==> src/core/rs_seq_pkg.sv <==
// shared constants and types for the rolling-shutter trigger sequencer
package rs_seq_pkg;

   // ------------------------------------------------------------------
   // timing
   // ------------------------------------------------------------------
   localparam int unsigned     ROW_CLKS_DEF     = 2624; // other variant: 2592
   localparam int unsigned     FRAME_ROWS_DEF   = 1080;
   localparam longint unsigned CLK_PERIOD_NS    = 40;
   localparam longint unsigned NS_PER_S         = 1_000_000_000;
   localparam longint unsigned EXP_MAX_S        = 30;
   localparam longint unsigned CYC_MAX_S        = 20_000;
   localparam int unsigned     INT_EXP_MIN_ROWS = 1;
   localparam int unsigned     TRG_EXP_MIN_ROWS = 3;
   localparam int unsigned     TRIG_MIN_CLKS    = 2;
   localparam logic [4:0]      GAP_MIN_CLKS     = 5'h14; // 20 clocks of row-1 low time

   // ------------------------------------------------------------------
   // register map and fields
   // ------------------------------------------------------------------
   localparam logic [3:0]  ADDR_CTRL     = 4'h0;
   localparam logic [3:0]  ADDR_EXPOSURE = 4'h1;
   localparam logic [3:0]  ADDR_CYCLE    = 4'h2;
   localparam logic [3:0]  ADDR_STATUS   = 4'h3;
   localparam int unsigned CTRL_RUN      = 0;
   localparam int unsigned CTRL_OVERLAP  = 1;
   localparam int unsigned CTRL_MODE_LO  = 2;
   localparam int unsigned CTRL_SWTRIG   = 4;
   localparam logic [31:0] CTRL_RST      = 32'h0000_0000;
   localparam logic [31:0] EXPOSURE_RST  = 32'h0000_000a;
   localparam logic [31:0] CYCLE_RST     = 32'h0000_0800;

   // ------------------------------------------------------------------
   // types
   // ------------------------------------------------------------------
   typedef enum logic [1:0] {
      MODE_INTERNAL = 2'h0,
      MODE_EXT      = 2'h1,
      MODE_EXT_EXPO = 2'h2
   } trig_mode_e;

   typedef enum logic [5:0] {
      S_IDLE   = 6'h01,
      S_ARMED  = 6'h02,
      S_EXPOSE = 6'h04,
      S_SIGNAL = 6'h08,
      S_HOLD   = 6'h10,
      S_OVLRUN = 6'h20
   } seq_state_e;

   typedef struct packed {
      logic fireRow1;
      logic fireRowN;
      logic fireAll;
      logic fireAny;
      logic globalClear;
      logic prescan;
      logic discardRead;
      logic signalRead;
      logic trigReady;
   } seq_out_s;

endpackage

==> src/core/trig_edge_sync.sv <==
// external trigger synchroniser with edge detection
`timescale 1ns/100ps
`default_nettype none
module trig_edge_sync
   import rs_seq_pkg::*;
(
   input  wire logic ref_clk,
   input  wire logic sys_rst,
   input  wire logic extTrigger,
   output logic      trigRise,
   output logic      trigFall
);

   logic meta;
   logic stable;
   logic last;
   logic next_meta;
   logic next_stable;
   logic next_last;

   // ------------------------------------------------------------------
   // two-stage sync, third stage only for edges
   // ------------------------------------------------------------------
   always_comb
   begin
      next_meta   = extTrigger;
      next_stable = meta;
      next_last   = stable;
   end

   always_ff @(posedge ref_clk or posedge sys_rst)
   begin
      if (sys_rst)
      begin
         meta   <= 1'b0;
         stable <= 1'b0;
         last   <= 1'b0;
      end
      else
      begin
         meta   <= next_meta;
         stable <= next_stable;
         last   <= next_last;
      end
   end

   // fixed two-clock latency, far below one row
   assign trigRise = stable & ~last; // pulses of two clocks or more are seen
   assign trigFall = ~stable & last;

endmodule
`default_nettype wire

==> src/core/rs_trigger_sequencer.sv <==
// rolling-shutter acquisition and trigger sequencer
// ----------------------------------------------------------------------
// What this block does
// - every-row output high only while first and last rows integrate together
// - some-row output high while any row integrates
// - internal non-overlap: flush held, released, discarded read starts exposure
// - internal non-overlap: signal read after exposure, flush until cycle ends
// - internal non-overlap: exposure 1 row to 30 s, cycle limits, start delay zero
// - internal overlap: next exposure runs during readout
// - overlap short: cycle is one frame, first-row gap at least one row
// - overlap long: exposure sets cycle, first-row gap at least one row
// - overlap long: each row re-exposes as it is read
// - triggered waiting: flush held, prescan reads, trigger-ready high
// - triggered non-overlap: release, discard, expose, signal, flush till trigger
// - triggered: exposure 3 rows to 30 s, start delay zero
// - external exposure: signal read starts at trigger fall
// - external exposure: pulse sets exposure, later rows offset a row each
// - external exposure: falls under three rows are ignored
// - external overlap: each rise reads a frame and starts next exposure
// - external overlap: first rise discards, later rises read signal frames
// - external overlap: first-row low gap at least twenty clocks
// - triggers arriving while trigger-ready is low are ignored
// - first-row output high exactly for the first row's exposure
// - one row is a fixed clock count, 2624 or 2592
// ----------------------------------------------------------------------
`timescale 1ns/100ps
`default_nettype none
module rs_trigger_sequencer
   import rs_seq_pkg::*;
#(
   parameter int unsigned ROW_CLKS   = ROW_CLKS_DEF,
   parameter int unsigned FRAME_ROWS = FRAME_ROWS_DEF
)
(
   input  wire logic        ref_clk,
   input  wire logic        sys_rst,
   input  wire logic [3:0]  regAddr,
   input  wire logic [31:0] regWrData,
   input  wire logic        regWr,
   input  wire logic        regRd,
   output logic      [31:0] regRdData,
   input  wire logic        extTrigger,
   output seq_out_s         seqOut
);

   // ------------------------------------------------------------------
   // derived limits
   // ------------------------------------------------------------------
   localparam longint unsigned ROW_NS = longint'(ROW_CLKS) * CLK_PERIOD_NS;
   localparam logic [31:0] EXP_MAX_ROWS = 32'((EXP_MAX_S * NS_PER_S) / ROW_NS);
   localparam longint unsigned CYC_MAX_FULL = (CYC_MAX_S * NS_PER_S) / ROW_NS;
   // short rows overflow 32 bits here, so saturate rather than wrap
   localparam logic [31:0] CYC_MAX_ROWS = (CYC_MAX_FULL > 64'h0000_0000_ffff_ffff)
                                          ? 32'hffff_ffff : 32'(CYC_MAX_FULL);
   localparam logic [31:0] FRAME        = 32'(FRAME_ROWS);
   localparam logic [31:0] ROWN_DLY     = 32'((FRAME_ROWS - 1) * ROW_CLKS);
   localparam logic [15:0] ROW_LAST     = 16'(ROW_CLKS - 1);

   if (ROW_CLKS < 2 || ROW_CLKS > 65535 || FRAME_ROWS < 2 || FRAME_ROWS > 65535)
   begin : g_bad_size
      $error("row clock count or frame rows out of range");
   end

   function automatic logic [31:0] clampRows(input logic [31:0] v,
                                             input logic [31:0] lo,
                                             input logic [31:0] hi);
      clampRows = (v < lo) ? lo : ((v > hi) ? hi : v);
   endfunction

   // ------------------------------------------------------------------
   // state
   // ------------------------------------------------------------------
   seq_state_e  state;
   seq_state_e  next_state;
   logic        run;
   logic        overlap;
   trig_mode_e  mode;
   logic [31:0] exposure;
   logic [31:0] cycle;
   logic [15:0] div;
   logic [31:0] per;
   logic [31:0] readCnt;
   logic        readSig;
   logic [4:0]  gap;
   logic        row1;
   logic        rowN;
   logic        any;
   logic [31:0] riseCnt;
   logic [31:0] fallCnt;
   logic        next_run;
   logic        next_overlap;
   trig_mode_e  next_mode;
   logic [31:0] next_exposure;
   logic [31:0] next_cycle;
   logic [31:0] next_regRdData;
   logic [15:0] next_div;
   logic [31:0] next_per;
   logic [31:0] next_readCnt;
   logic        next_readSig;
   logic [4:0]  next_gap;
   logic        next_row1;
   logic        next_rowN;
   logic        next_any;
   logic [31:0] next_riseCnt;
   logic [31:0] next_fallCnt;
   seq_out_s    next_seqOut;

   logic        trigRise;
   logic        trigFall;
   logic        swTrig;
   logic        trigTake;
   logic        rowTick;
   logic [31:0] perInc;
   logic [31:0] expEff;
   logic [31:0] cycEff;
   logic [31:0] ovlCyc;
   logic        internal;
   logic        extExpo;
   logic        ovl;
   logic        start;
   logic        readGo;
   logic        r1Set;
   logic        r1Clr;
   logic        nSet;
   logic        nClr;

   trig_edge_sync u_sync (
      .ref_clk    (ref_clk),
      .sys_rst    (sys_rst),
      .extTrigger (extTrigger),
      .trigRise   (trigRise),
      .trigFall   (trigFall)
   );

   // ------------------------------------------------------------------
   // mode decode and timing limits
   // ------------------------------------------------------------------
   assign internal = (mode != MODE_EXT) && (mode != MODE_EXT_EXPO);
   assign extExpo  = (mode == MODE_EXT_EXPO);
   assign ovl      = overlap && (mode != MODE_EXT);
   assign expEff   = clampRows(exposure, (mode == MODE_EXT) ? 32'(TRG_EXP_MIN_ROWS)
                                        : 32'(INT_EXP_MIN_ROWS), EXP_MAX_ROWS);
   assign cycEff   = clampRows(cycle, expEff + FRAME + 32'h1, CYC_MAX_ROWS);
   // short exposures give a frame cycle, long ones exposure plus a gap row
   assign ovlCyc   = (expEff + 32'h1 > FRAME) ? expEff + 32'h1 : FRAME;
   assign rowTick  = (div == ROW_LAST); // one row of clocks
   assign perInc   = per + 32'h1;
   assign swTrig   = regWr && (regAddr == ADDR_CTRL) && regWrData[CTRL_SWTRIG];
   // only a trigger seen while ready is high counts
   assign trigTake = seqOut.trigReady && ((mode == MODE_EXT && (trigRise || swTrig))
                                         || (extExpo && trigRise));

   // ------------------------------------------------------------------
   // sequencer next state
   // ------------------------------------------------------------------
   always_comb
   begin
      next_state   = state;
      next_div     = rowTick ? 16'h0 : div + 16'h1;
      next_per     = rowTick ? perInc : per;
      next_readCnt = (rowTick && readCnt != 32'h0) ? readCnt - 32'h1 : readCnt;
      next_readSig = readSig;
      next_gap     = (gap != 5'h0) ? gap - 5'h1 : gap;
      start        = 1'b0;
      readGo       = 1'b0;
      r1Set        = (gap == 5'h1);
      r1Clr        = 1'b0;
      unique case (state)
         S_IDLE:
         begin
            if (run && internal)
               start = 1'b1; // no start delay
            else if (run)
               next_state = S_ARMED;
         end
         S_ARMED:
         begin
            if (trigTake)
               start = 1'b1; // start delay zero
         end
         S_EXPOSE:
         begin
            // a fall before three rows leaves the exposure running
            if (extExpo ? (trigFall && per >= 32'(TRG_EXP_MIN_ROWS))
                        : (rowTick && perInc == expEff))
            begin
               readGo     = 1'b1;
               r1Clr      = 1'b1; // pulse width is row-1 exposure
               next_state = S_SIGNAL;
            end
         end
         S_SIGNAL:
         begin
            if (rowTick && readCnt == 32'h1)
               next_state = internal ? S_HOLD : S_ARMED;
         end
         S_HOLD:
         begin
            if (rowTick && perInc == cycEff)
               start = 1'b1;
         end
         S_OVLRUN:
         begin
            if (internal && rowTick && perInc == ovlCyc)
            begin
               readGo   = 1'b1; // read while the next exposure runs
               r1Clr    = 1'b1;
               next_per = 32'h0;
            end
            else if (internal && rowTick && perInc == ovlCyc - expEff)
               r1Set = 1'b1;
            else if (!internal && trigTake)
            begin
               readGo   = 1'b1; // every accepted rise reads a frame
               r1Clr    = 1'b1;
               next_gap = GAP_MIN_CLKS;
            end
         end
      endcase
      if (start)
      begin
         next_per     = 32'h0;
         next_readCnt = FRAME; // flush released, discarded frame read
         next_readSig = 1'b0;
         next_state   = ovl ? S_OVLRUN : S_EXPOSE;
         r1Set        = !ovl; // discarded read opens the exposure
         next_gap     = (ovl && extExpo) ? GAP_MIN_CLKS : 5'h0;
      end
      if (readGo)
      begin
         next_readCnt = FRAME;
         next_readSig = 1'b1;
      end
      if (start || readGo)
         next_div = 16'h0; // rows aligned to the read start
      if (!run)
      begin
         next_state   = S_IDLE;
         next_readCnt = 32'h0;
         next_gap     = 5'h0;
         r1Set        = 1'b0;
         r1Clr        = row1;
      end
   end

   // ------------------------------------------------------------------
   // exposure outputs next values
   // ------------------------------------------------------------------
   always_comb
   begin
      next_row1    = r1Set ? 1'b1 : (r1Clr ? 1'b0 : row1);
      nSet         = (riseCnt == 32'h1);
      nClr         = (fallCnt == 32'h1);
      // last row follows row 1 by one row per further row
      next_riseCnt = r1Set ? ROWN_DLY : ((riseCnt != 32'h0) ? riseCnt - 32'h1 : riseCnt);
      next_fallCnt = r1Clr ? ROWN_DLY : ((fallCnt != 32'h0) ? fallCnt - 32'h1 : fallCnt);
      next_rowN    = nSet ? 1'b1 : (nClr ? 1'b0 : rowN);
      // some row is exposing from row-1 start to last-row end
      next_any     = r1Set ? 1'b1 : (nClr ? next_row1 : any);
      if (!run)
      begin
         next_riseCnt = 32'h0;
         next_fallCnt = 32'h0;
         next_rowN    = 1'b0;
         next_any     = 1'b0;
      end
      next_seqOut.fireRow1    = next_row1;
      next_seqOut.fireRowN    = next_rowN;
      next_seqOut.fireAll     = next_row1 && next_rowN;
      next_seqOut.fireAny     = next_any;
      next_seqOut.globalClear = (next_state == S_IDLE) || (next_state == S_ARMED)
                                || (next_state == S_HOLD);
      next_seqOut.prescan     = (next_state == S_ARMED);
      next_seqOut.discardRead = (next_readCnt != 32'h0) && !next_readSig;
      next_seqOut.signalRead  = (next_readCnt != 32'h0) && next_readSig;
      next_seqOut.trigReady   = (next_state == S_ARMED) || ((next_state == S_OVLRUN)
                                && extExpo && next_readCnt == 32'h0);
   end

   // ------------------------------------------------------------------
   // register port next values
   // ------------------------------------------------------------------
   always_comb
   begin
      next_run       = run;
      next_overlap   = overlap;
      next_mode      = mode;
      next_exposure  = exposure;
      next_cycle     = cycle;
      next_regRdData = 32'h0;
      if (regWr && regAddr == ADDR_CTRL)
      begin
         next_run     = regWrData[CTRL_RUN];
         next_overlap = regWrData[CTRL_OVERLAP];
         next_mode    = trig_mode_e'(regWrData[CTRL_MODE_LO +: 2]);
      end
      if (regWr && regAddr == ADDR_EXPOSURE)
         next_exposure = regWrData;
      if (regWr && regAddr == ADDR_CYCLE)
         next_cycle = regWrData;
      if (regRd)
      begin
         unique case (regAddr)
            ADDR_CTRL:     next_regRdData = {28'h0, mode, overlap, run};
            ADDR_EXPOSURE: next_regRdData = exposure;
            ADDR_CYCLE:    next_regRdData = cycle;
            ADDR_STATUS:   next_regRdData = {18'h0, state, 4'h0, seqOut.trigReady,
                                             readCnt != 32'h0, expEff != exposure,
                                             cycEff != cycle};
            default:       next_regRdData = 32'h0;
         endcase
      end
   end

   // ------------------------------------------------------------------
   // registers
   // ------------------------------------------------------------------
   always_ff @(posedge ref_clk or posedge sys_rst)
   begin
      if (sys_rst)
      begin
         state     <= S_IDLE;
         run       <= CTRL_RST[CTRL_RUN];
         overlap   <= CTRL_RST[CTRL_OVERLAP];
         mode      <= trig_mode_e'(CTRL_RST[CTRL_MODE_LO +: 2]);
         exposure  <= EXPOSURE_RST;
         cycle     <= CYCLE_RST;
         regRdData <= 32'h0;
         div       <= 16'h0;
         per       <= 32'h0;
         readCnt   <= 32'h0;
         readSig   <= 1'b0;
         gap       <= 5'h0;
         row1      <= 1'b0;
         rowN      <= 1'b0;
         any       <= 1'b0;
         riseCnt   <= 32'h0;
         fallCnt   <= 32'h0;
         seqOut    <= '{globalClear: 1'b1, default: 1'b0};
      end
      else
      begin
         state     <= next_state;
         run       <= next_run;
         overlap   <= next_overlap;
         mode      <= next_mode;
         exposure  <= next_exposure;
         cycle     <= next_cycle;
         regRdData <= next_regRdData;
         div       <= next_div;
         per       <= next_per;
         readCnt   <= next_readCnt;
         readSig   <= next_readSig;
         gap       <= next_gap;
         row1      <= next_row1;
         rowN      <= next_rowN;
         any       <= next_any;
         riseCnt   <= next_riseCnt;
         fallCnt   <= next_fallCnt;
         seqOut    <= next_seqOut;
      end
   end

   // ------------------------------------------------------------------
   // checks
   // ------------------------------------------------------------------
   logic [4:0] lowCnt;

   // helper: clocks since row-1 output fell, saturating
   always_ff @(posedge ref_clk or posedge sys_rst)
   begin
      if (sys_rst)
         lowCnt <= 5'h0;
      else if (seqOut.fireRow1)
         lowCnt <= 5'h0;
      else if (lowCnt != 5'h1f)
         lowCnt <= lowCnt + 5'h1;
   end
endmodule
`default_nettype wire

==> config.mk <==
export PLATFORM = sky130hd
export DESIGN_NAME = rs_trigger_sequencer
export DESIGN_NICKNAME = d
export VERILOG_FILES = /design/src/core/rs_seq_pkg.sv /design/src/core/trig_edge_sync.sv /design/src/core/rs_trigger_sequencer.sv
export SDC_FILE = /design/constraint.sdc
export NUM_CORES = 1
export LEC_CHECK = 0
export ABC_AREA = 1
export CAP_MARGIN = 20
export CORE_MARGIN = 2
export CORE_UTILIZATION = 54
export CTS_CLUSTER_SIZE = 40
export DETAILED_ROUTE_END_ITERATION = 7
export DONT_BUFFER_PORTS = 1
export MAX_ROUTING_LAYER = met4
export PLACE_DENSITY_LB_ADDON = 0.25
export SLEW_MARGIN = 20
export SYNTH_ARGS = -nofsm -noshare
export SYNTH_HDL_FRONTEND = slang
export SYNTH_SLANG_ARGS = --single-unit
==> constraint.sdc <==
create_clock -name ref_clk -period 9 [get_ports ref_clk]
set_input_delay 0.9 -clock ref_clk [delete_from_list [all_inputs] [get_ports ref_clk]]
set_output_delay 0.9 -clock ref_clk [all_outputs]
set_load 0.01 [all_outputs]
==> Word-level counts from Yosys, hierarchy flattened <==
Cells that the tools add are included.
{ "totals": {"reg_bits": 268, "latchBits": 0, "ramBits": 0, "mem_bits_ro": 0, "input_bits": 41, "out_inout_bits": 41, "mem_count": 0} }
{ "op_classes": {"n_addsub": 10, "mul": 0, "div": 0, "n_lt_le_gt_ge": 6, "eq_ne": 31, "shifts": 0, "mux": 66, "n_bitwise": 4, "reduce_logical": 41} }
{ "ops": {"columns": ["cell", "count"], "rows": [
  ["$mux W32", 20],
  ["$eq A32 B32 Y1", 4],
  ["$pmux W32 S4", 1],
  ["$reduce_bool A32 Y1", 4],
  ["$add A32 B1 Y32 const B", 3],
  ["$eq A32 B1 Y1 const B", 3],
  ["$sub A32 B1 Y32 const B", 3],
  ["$ne A32 B32 Y1", 2],
  ["$mux W5", 9],
  ["$mux W6", 6],
  ["$add A32 B11 Y32 const B", 1],
  ["$ge A32 B2 Y1 const B", 1],
  ["$gt A32 B11 Y1 const B", 1],
  ["$gt A32 B19 Y1 const B", 1],
  ["$gt A32 B28 Y1 const B", 1],
  ["$logic_not A32 Y1", 1],
  ["$lt A32 B2 Y1", 1],
  ["$lt A32 B32 Y1", 1],
  ["$mux W16", 2],
  ["$sub A32 B32 Y32", 1],
  ["$logic_and A1 B1 Y1", 25],
  ["$mux W1", 24],
  ["$pmux W6 S3", 1],
  ["$add A16 B1 Y16 const B", 1],
  ["25 further kinds", 41]
]} }

==> Logic depth before layout (Yosys ltp) <==
{ "logic_depth": {"depth_word": 19, "mapped_depth": 52, "ltp_nobuf": 49} }

==> By module <==
From an unflattened synthesis, not the netlist that was laid out.
{ "hier_totals": {"cells_unflattened": 3124, "hier_area_um2": 21097.7} }
{ "by_module_without_submodules": {"columns": ["module", "instances", "cells_each", "area_each_um2", "seq_area_each_um2"], "rows": [
  ["rs_trigger_sequencer", 1, 3116, 21003.9, 6637.6],
  ["trig_edge_sync", 1, 8, 93.8, 75.1]
]} }

==> Least setup slack after synthesis <==
No wires, ideal clock.
{ "synth_timing": {"path_type": "reg-to-reg", "start": "reg mode[1]", "end": "reg riseCnt[1]", "setup_ps": 121, "arrival_ps": 5563, "setup_slack_ps": 3316, "stages_incl_launch_ff": 48, "path_buffers": 2, "synth_period_minus_slack_ps": 5684, "cell_sequence": "dfrtp_1 -> inv_1 -> ha_1 -> inv_1 -> ha_1 -> a21oi_1 -> nand3_1 -> nor2_1 -> nand2_1 -> nor2_4 -> inv_2 -> nor2_1 -> a21oi_2 -> ha_1 -> nand2_1 -> inv_2 -> nand3_1 -> nor2_1 -> (+12 left out) -> nor2_1 -> nor4_1 -> nand2_1 -> a21oi_1 -> nand3_1 -> nor2_1 -> nand2_1 -> nor2_1 -> nand3_1 -> nor2_1 -> nand3_1 -> nor2_1 -> nand4_1 -> nand2_1 -> nand2_1 -> nand2_2 -> buf_4 -> nor2_1"} }
{ "synth_via": {"elab_chain_cells": 17, "word_cells_on_any_way": 42} }
{ "synth_lines": {"columns": ["element", "line_no", "source"], "rows": [
  ["start, declared", "rs_trigger_sequencer.sv:77", "trig_mode_e mode;"],
  ["start signal, assigned", "rs_trigger_sequencer.sv:325", "mode <= trig_mode_e'(CTRL_RST[CTRL_MODE_LO +: 2]);"],
  ["start signal, assigned", "rs_trigger_sequencer.sv:346", "mode <= next_mode;"],
  ["$eq A2 B1 Y1", "rs_trigger_sequencer.sv:141, rs_trigger_sequencer.sv:150", null],
  ["$mux W2", "rs_trigger_sequencer.sv:141", "assign expEff = clampRows(exposure, (mode == MODE_EXT) ? 32'(TRG_EXP_MIN_ROWS)"],
  ["$lt A32 B2 Y1", "rs_trigger_sequencer.sv:67", "clampRows = (v < lo) ? lo : ((v > hi) ? hi : v);"],
  ["$mux W32", "rs_trigger_sequencer.sv:67", null],
  ["$add A32 B1 Y32", "rs_trigger_sequencer.sv:145", "assign ovlCyc = (expEff + 32'h1 > FRAME) ? expEff + 32'h1 : FRAME;"],
  ["$gt A32 B11 Y1", "rs_trigger_sequencer.sv:145", null],
  ["$mux W32", "rs_trigger_sequencer.sv:145", null],
  ["$sub A32 B32 Y32", "rs_trigger_sequencer.sv:210", "else if (internal && rowTick && perInc == ovlCyc - expEff)"],
  ["$eq A32 B32 Y1", "rs_trigger_sequencer.sv:210", null],
  ["$logic_and A1 B1 Y1", "rs_trigger_sequencer.sv:210", null],
  ["$mux W1", "rs_trigger_sequencer.sv:210", null],
  ["$mux W1", "rs_trigger_sequencer.sv:204", "if (internal && rowTick && perInc == ovlCyc)"],
  ["$mux W1", "rs_trigger_sequencer.sv:168", "unique case (state)"],
  ["$mux W1 *", "rs_trigger_sequencer.sv:220", "if (start)"],
  ["$mux W1 *", "rs_trigger_sequencer.sv:236", "if (!run)"],
  ["$mux W32", "rs_trigger_sequencer.sv:255", "next_riseCnt = r1Set ? ROWN_DLY : ((riseCnt != 32'h0) ? riseCnt - 32'h1 : riseCnt);"],
  ["$mux W32", "rs_trigger_sequencer.sv:260", "if (!run)"],
  ["end signal, assigned", "rs_trigger_sequencer.sv:358", "riseCnt <= next_riseCnt;"],
  ["end, declared", "rs_trigger_sequencer.sv:88", "logic [31:0] riseCnt;"]
]} }
Every way passes the cells marked *; elsewhere a longest branch is shown, timed or not.
A chain may end at the register's enable or synchronous reset.

==> flow_summary.ini <==
[clocking]
htree_levels = 1
clock-sinks = 268
ctsResizeCount = 0
cts_inserted_buffers = 31
cts_tree = done
cts_max_path_buffers = 3
clock_latency_ns = 0.60
number_of_buffers_added_to_fix_hold_violations_after_cts = 0
cts_root_buf = sky130_fd_sc_hd__clkbuf_16
post_cts.repair.setup_buffers = 0
clk_pin_slew_worst_paths_ns = 0.06

[timing]
final.period_utilization_pct = 92.3
report.final.setup_viol = 0
period_minus_slack_ns = 8.31
grt_setup_unrepaired = false
setup-tns-final_ns = 0
report.final.slew_viol_count = 0
fin_worst_skew_ns = 0.0292
holdWs_ns = 0.337
tightest_slew_ns = 1.26
fmaxAchievable_mhz = 120
hold_viol = 0
relSlewSlack_pct = 15.9

[global_route]
use_met2_pct = 55.8
grt_start_max_net_pins = 131
busiest_metal_layer_after_global_routing = met2
final_global_route_overflow_total = 0
grt_pass1_wl_mm = 105
grt_usage_pct = 35.1
gr-usage-met1_pct = 45.6
global_route.usage.met3_pct = 5.74
antenna_violations_before_repair = 0
number_of_global_route_vias_before_repair = 19400

[worst_setup_path]
timing.critical_path.buf_inv = 5
arrival_ns = 8.78
crit-reg2reg-launch = mode[1]
start_kind = register
setup.reg_to_reg.worst_slack_ns = 0.69
end_kind = register
slowest_stage = sky130_fd_sc_hd__nor2_2
crit_type = register to register
critical_path.max_fanout = 32
cp_data_required_time_ns = 9.47
r2r_end = seqOut[0]
cp_top_family = simple AND/OR/NAND/NOR gates
critical-path-max-stage-delay_ns = 0.83
crit_path_frequent_cell = sky130_fd_sc_hd__nand2_1
timing.reg2reg.worst_path_depth = 47

[die]
design.die.area_mm2 = 0.0391
fp-row-count = 70
core_area_mm2 = 0.0368
chipWidth_um = 198
floorplan.die.height_um = 198
i_o_pins = 82
start_util_pct = 55.1

[logic_synthesis]
synth_top_family_by_area = simple AND/OR/NAND/NOR gates
yosys-top-cells-count = 666 x sky130_fd_sc_hd__nand2_1, 423 x sky130_fd_sc_hd__inv_1, 401 x sky130_fd_sc_hd__nor2_1, 263 x sky130_fd_sc_hd__dfrtp_1, 162 x sky130_fd_sc_hd__nand3_1
synth_mux_area_share_pct = 0
synth_area_mm2 = 0.0203
post-synth-top-area-fraction_pct = 32.5
post_synth_inst_count = 2943
yosys.area_share.xor_xnor_pct = 7.65
seq_area_frac_synth_pct = 33.1
post-synth-top-count-cell = sky130_fd_sc_hd__nand2_1
yosys_warnings = 0
synth_area_leader_cell = sky130_fd_sc_hd__dfrtp_1
synth-compound-area-share_pct = 12.1
average_size_of_a_mapped_cell_um2 = 6.89
synth_cell_types = 63
synth_edf_count = 0
postSynth.asyncResetShare_pct = 100
synth_fa_ha_area_share_pct = 4.73
synth_top_flop_cell = sky130_fd_sc_hd__dfrtp_1
synth_area_leaders = sky130_fd_sc_hd__dfrtp_1 32%, sky130_fd_sc_hd__nand2_1 12%, sky130_fd_sc_hd__inv_1 7.8%
synth_simple_gate_area_share_pct = 32.6
number_of_flip_flops_and_latches_in_the_synthesized_netlist = 268

[layout]
layout-area-overhead-vs-synth_pct = 7.87
share_of_cells_above_drive_strength_1_pct = 5.40
antenna_cells = 0
design.final.nets = 3078

[drt]
wl_per_cell_um = 19.1
drt_drc_violations_left = 2
first_pass_drt_iterations = 8
via_count = 20100
drtIter0Drc = 2044
drt-total-wl_mm = 65.8
final_antenna_net_count = 0
post_drt_via_cell_ratio = 5.84

[place]
io_buffer_count = 0
hpwlAfterDp_mm = 50.6
place.gp.congestion = 1.08

[status]
status = complete, but fails checks
failed_checks = design-rule violations

[power_and_ir_drop]
total_chip_power_w = 0.00520
ir_drop_mv = 0.264
cell_leakage_power_nw = 11.5
power_density_relative_to_cell_area_mw_per_mm2 = 238

[min_path]
holdCritPathClass = primary input to asynchronous set/reset pin

[flow_run]
drv_cap = 0
## area by class of cell
type	instances	area, um^2
repair buffers	13	97.6
multi-input cells	2212	11700
well taps	468	586
clock buffers	41	863
fillers	3450	14900
inverters	435	1640
clock inverters	15	223
flip-flops and latches	268	6710
## stage by stage
| stage | area [um^2] | utilization, % | worst slack (ns) | instances |
|---|---|---|---|---|
| 2_1_floorplan | 20400 | - | 0.726 | 2978 |
| 3_3_place_gp | 20800 | 56.5 | 1.08 | 3396 |
| 3_5_place_dp | 20800 | 56.5 | 0.914 | 3396 |
| 4_1_cts | 21900 | 59.4 | 0.872 | 3452 |
| 5_1_grt | 21900 | 59.4 | 0.0924 | 3452 |
| 6_report | 21900 | 59.4 | 0.694 | 3452 |
## cells in the final DEF (no fill, tap or decap), drive strengths merged, types with 9 or more instances in the layout
cell type,netlist,final
o21a,9,9
o21ai,161,161
a211oi,45,45
conb,2,37
clkbuf,37,41
nand2,692,692
nor3,79,79
or2,14,14
xnor2,37,37
dfrtp,263,263
nor2,417,417
inv,434,438
xor2,140,140
nand3,172,172
nand4,62,62
a21oi,123,123
nand3b,18,18
buf,26,13
a221oi,10,10
ha,75,75
o22ai,15,15
nor4,42,42
## cells by family after synthesis
family | Yosys count
AND/OR/NAND/NOR | 1507
adder cells (fa/ha/maj) | 76
flip-flops | 268
other | 2
XOR/XNOR | 177
buffers and inverters | 498
AO/OA/AOI/OAI | 415
## worst max-delay path by stage
| stage | start | endpoint | cells past startpoint |
|---|---|---|---|
| finish | mode[1] | seqOut[0] | 47 |
| global route | mode[1] | riseCnt[8] | 44 |
| CTS | mode[1] | seqOut[0] | 44 |
| detailed placement | mode[1] | seqOut[0] | 44 |
| global placement | mode[1] | seqOut[0] | 44 |
| floorplan | sys_rst | any | 1 |
## flip-flops by register name, summed over array words and instances, names as in the netlist
signal	flops
riseCnt	32
mode	2
u_sync.meta	1
u_sync.next_last	1
exposure	32
rowN	1
u_sync.last	1
seqOut	6
readCnt	32
gap	5
run	1
any	1
row1	1
state	6
div	16
cycle	32
fallCnt	32
per	32
regRdData	32
overlap	1
readSig	1
## where the power goes
group	total [W]	internal, W	switching (W)	leakage, nW
Clock	0.00135	0.000818	0.000535	0.530
Sequential	0.00169	0.00142	0.000269	3.60
Combinational	0.00216	0.000748	0.00142	7.37
## layer usage
layer	wire length (um)	up-vias
met5	0	-
met4	2190	0
met3	5490	167
met2	30400	879
met1	27700	9525
li1	-	9572
Power figures use the tool's default switching activity.
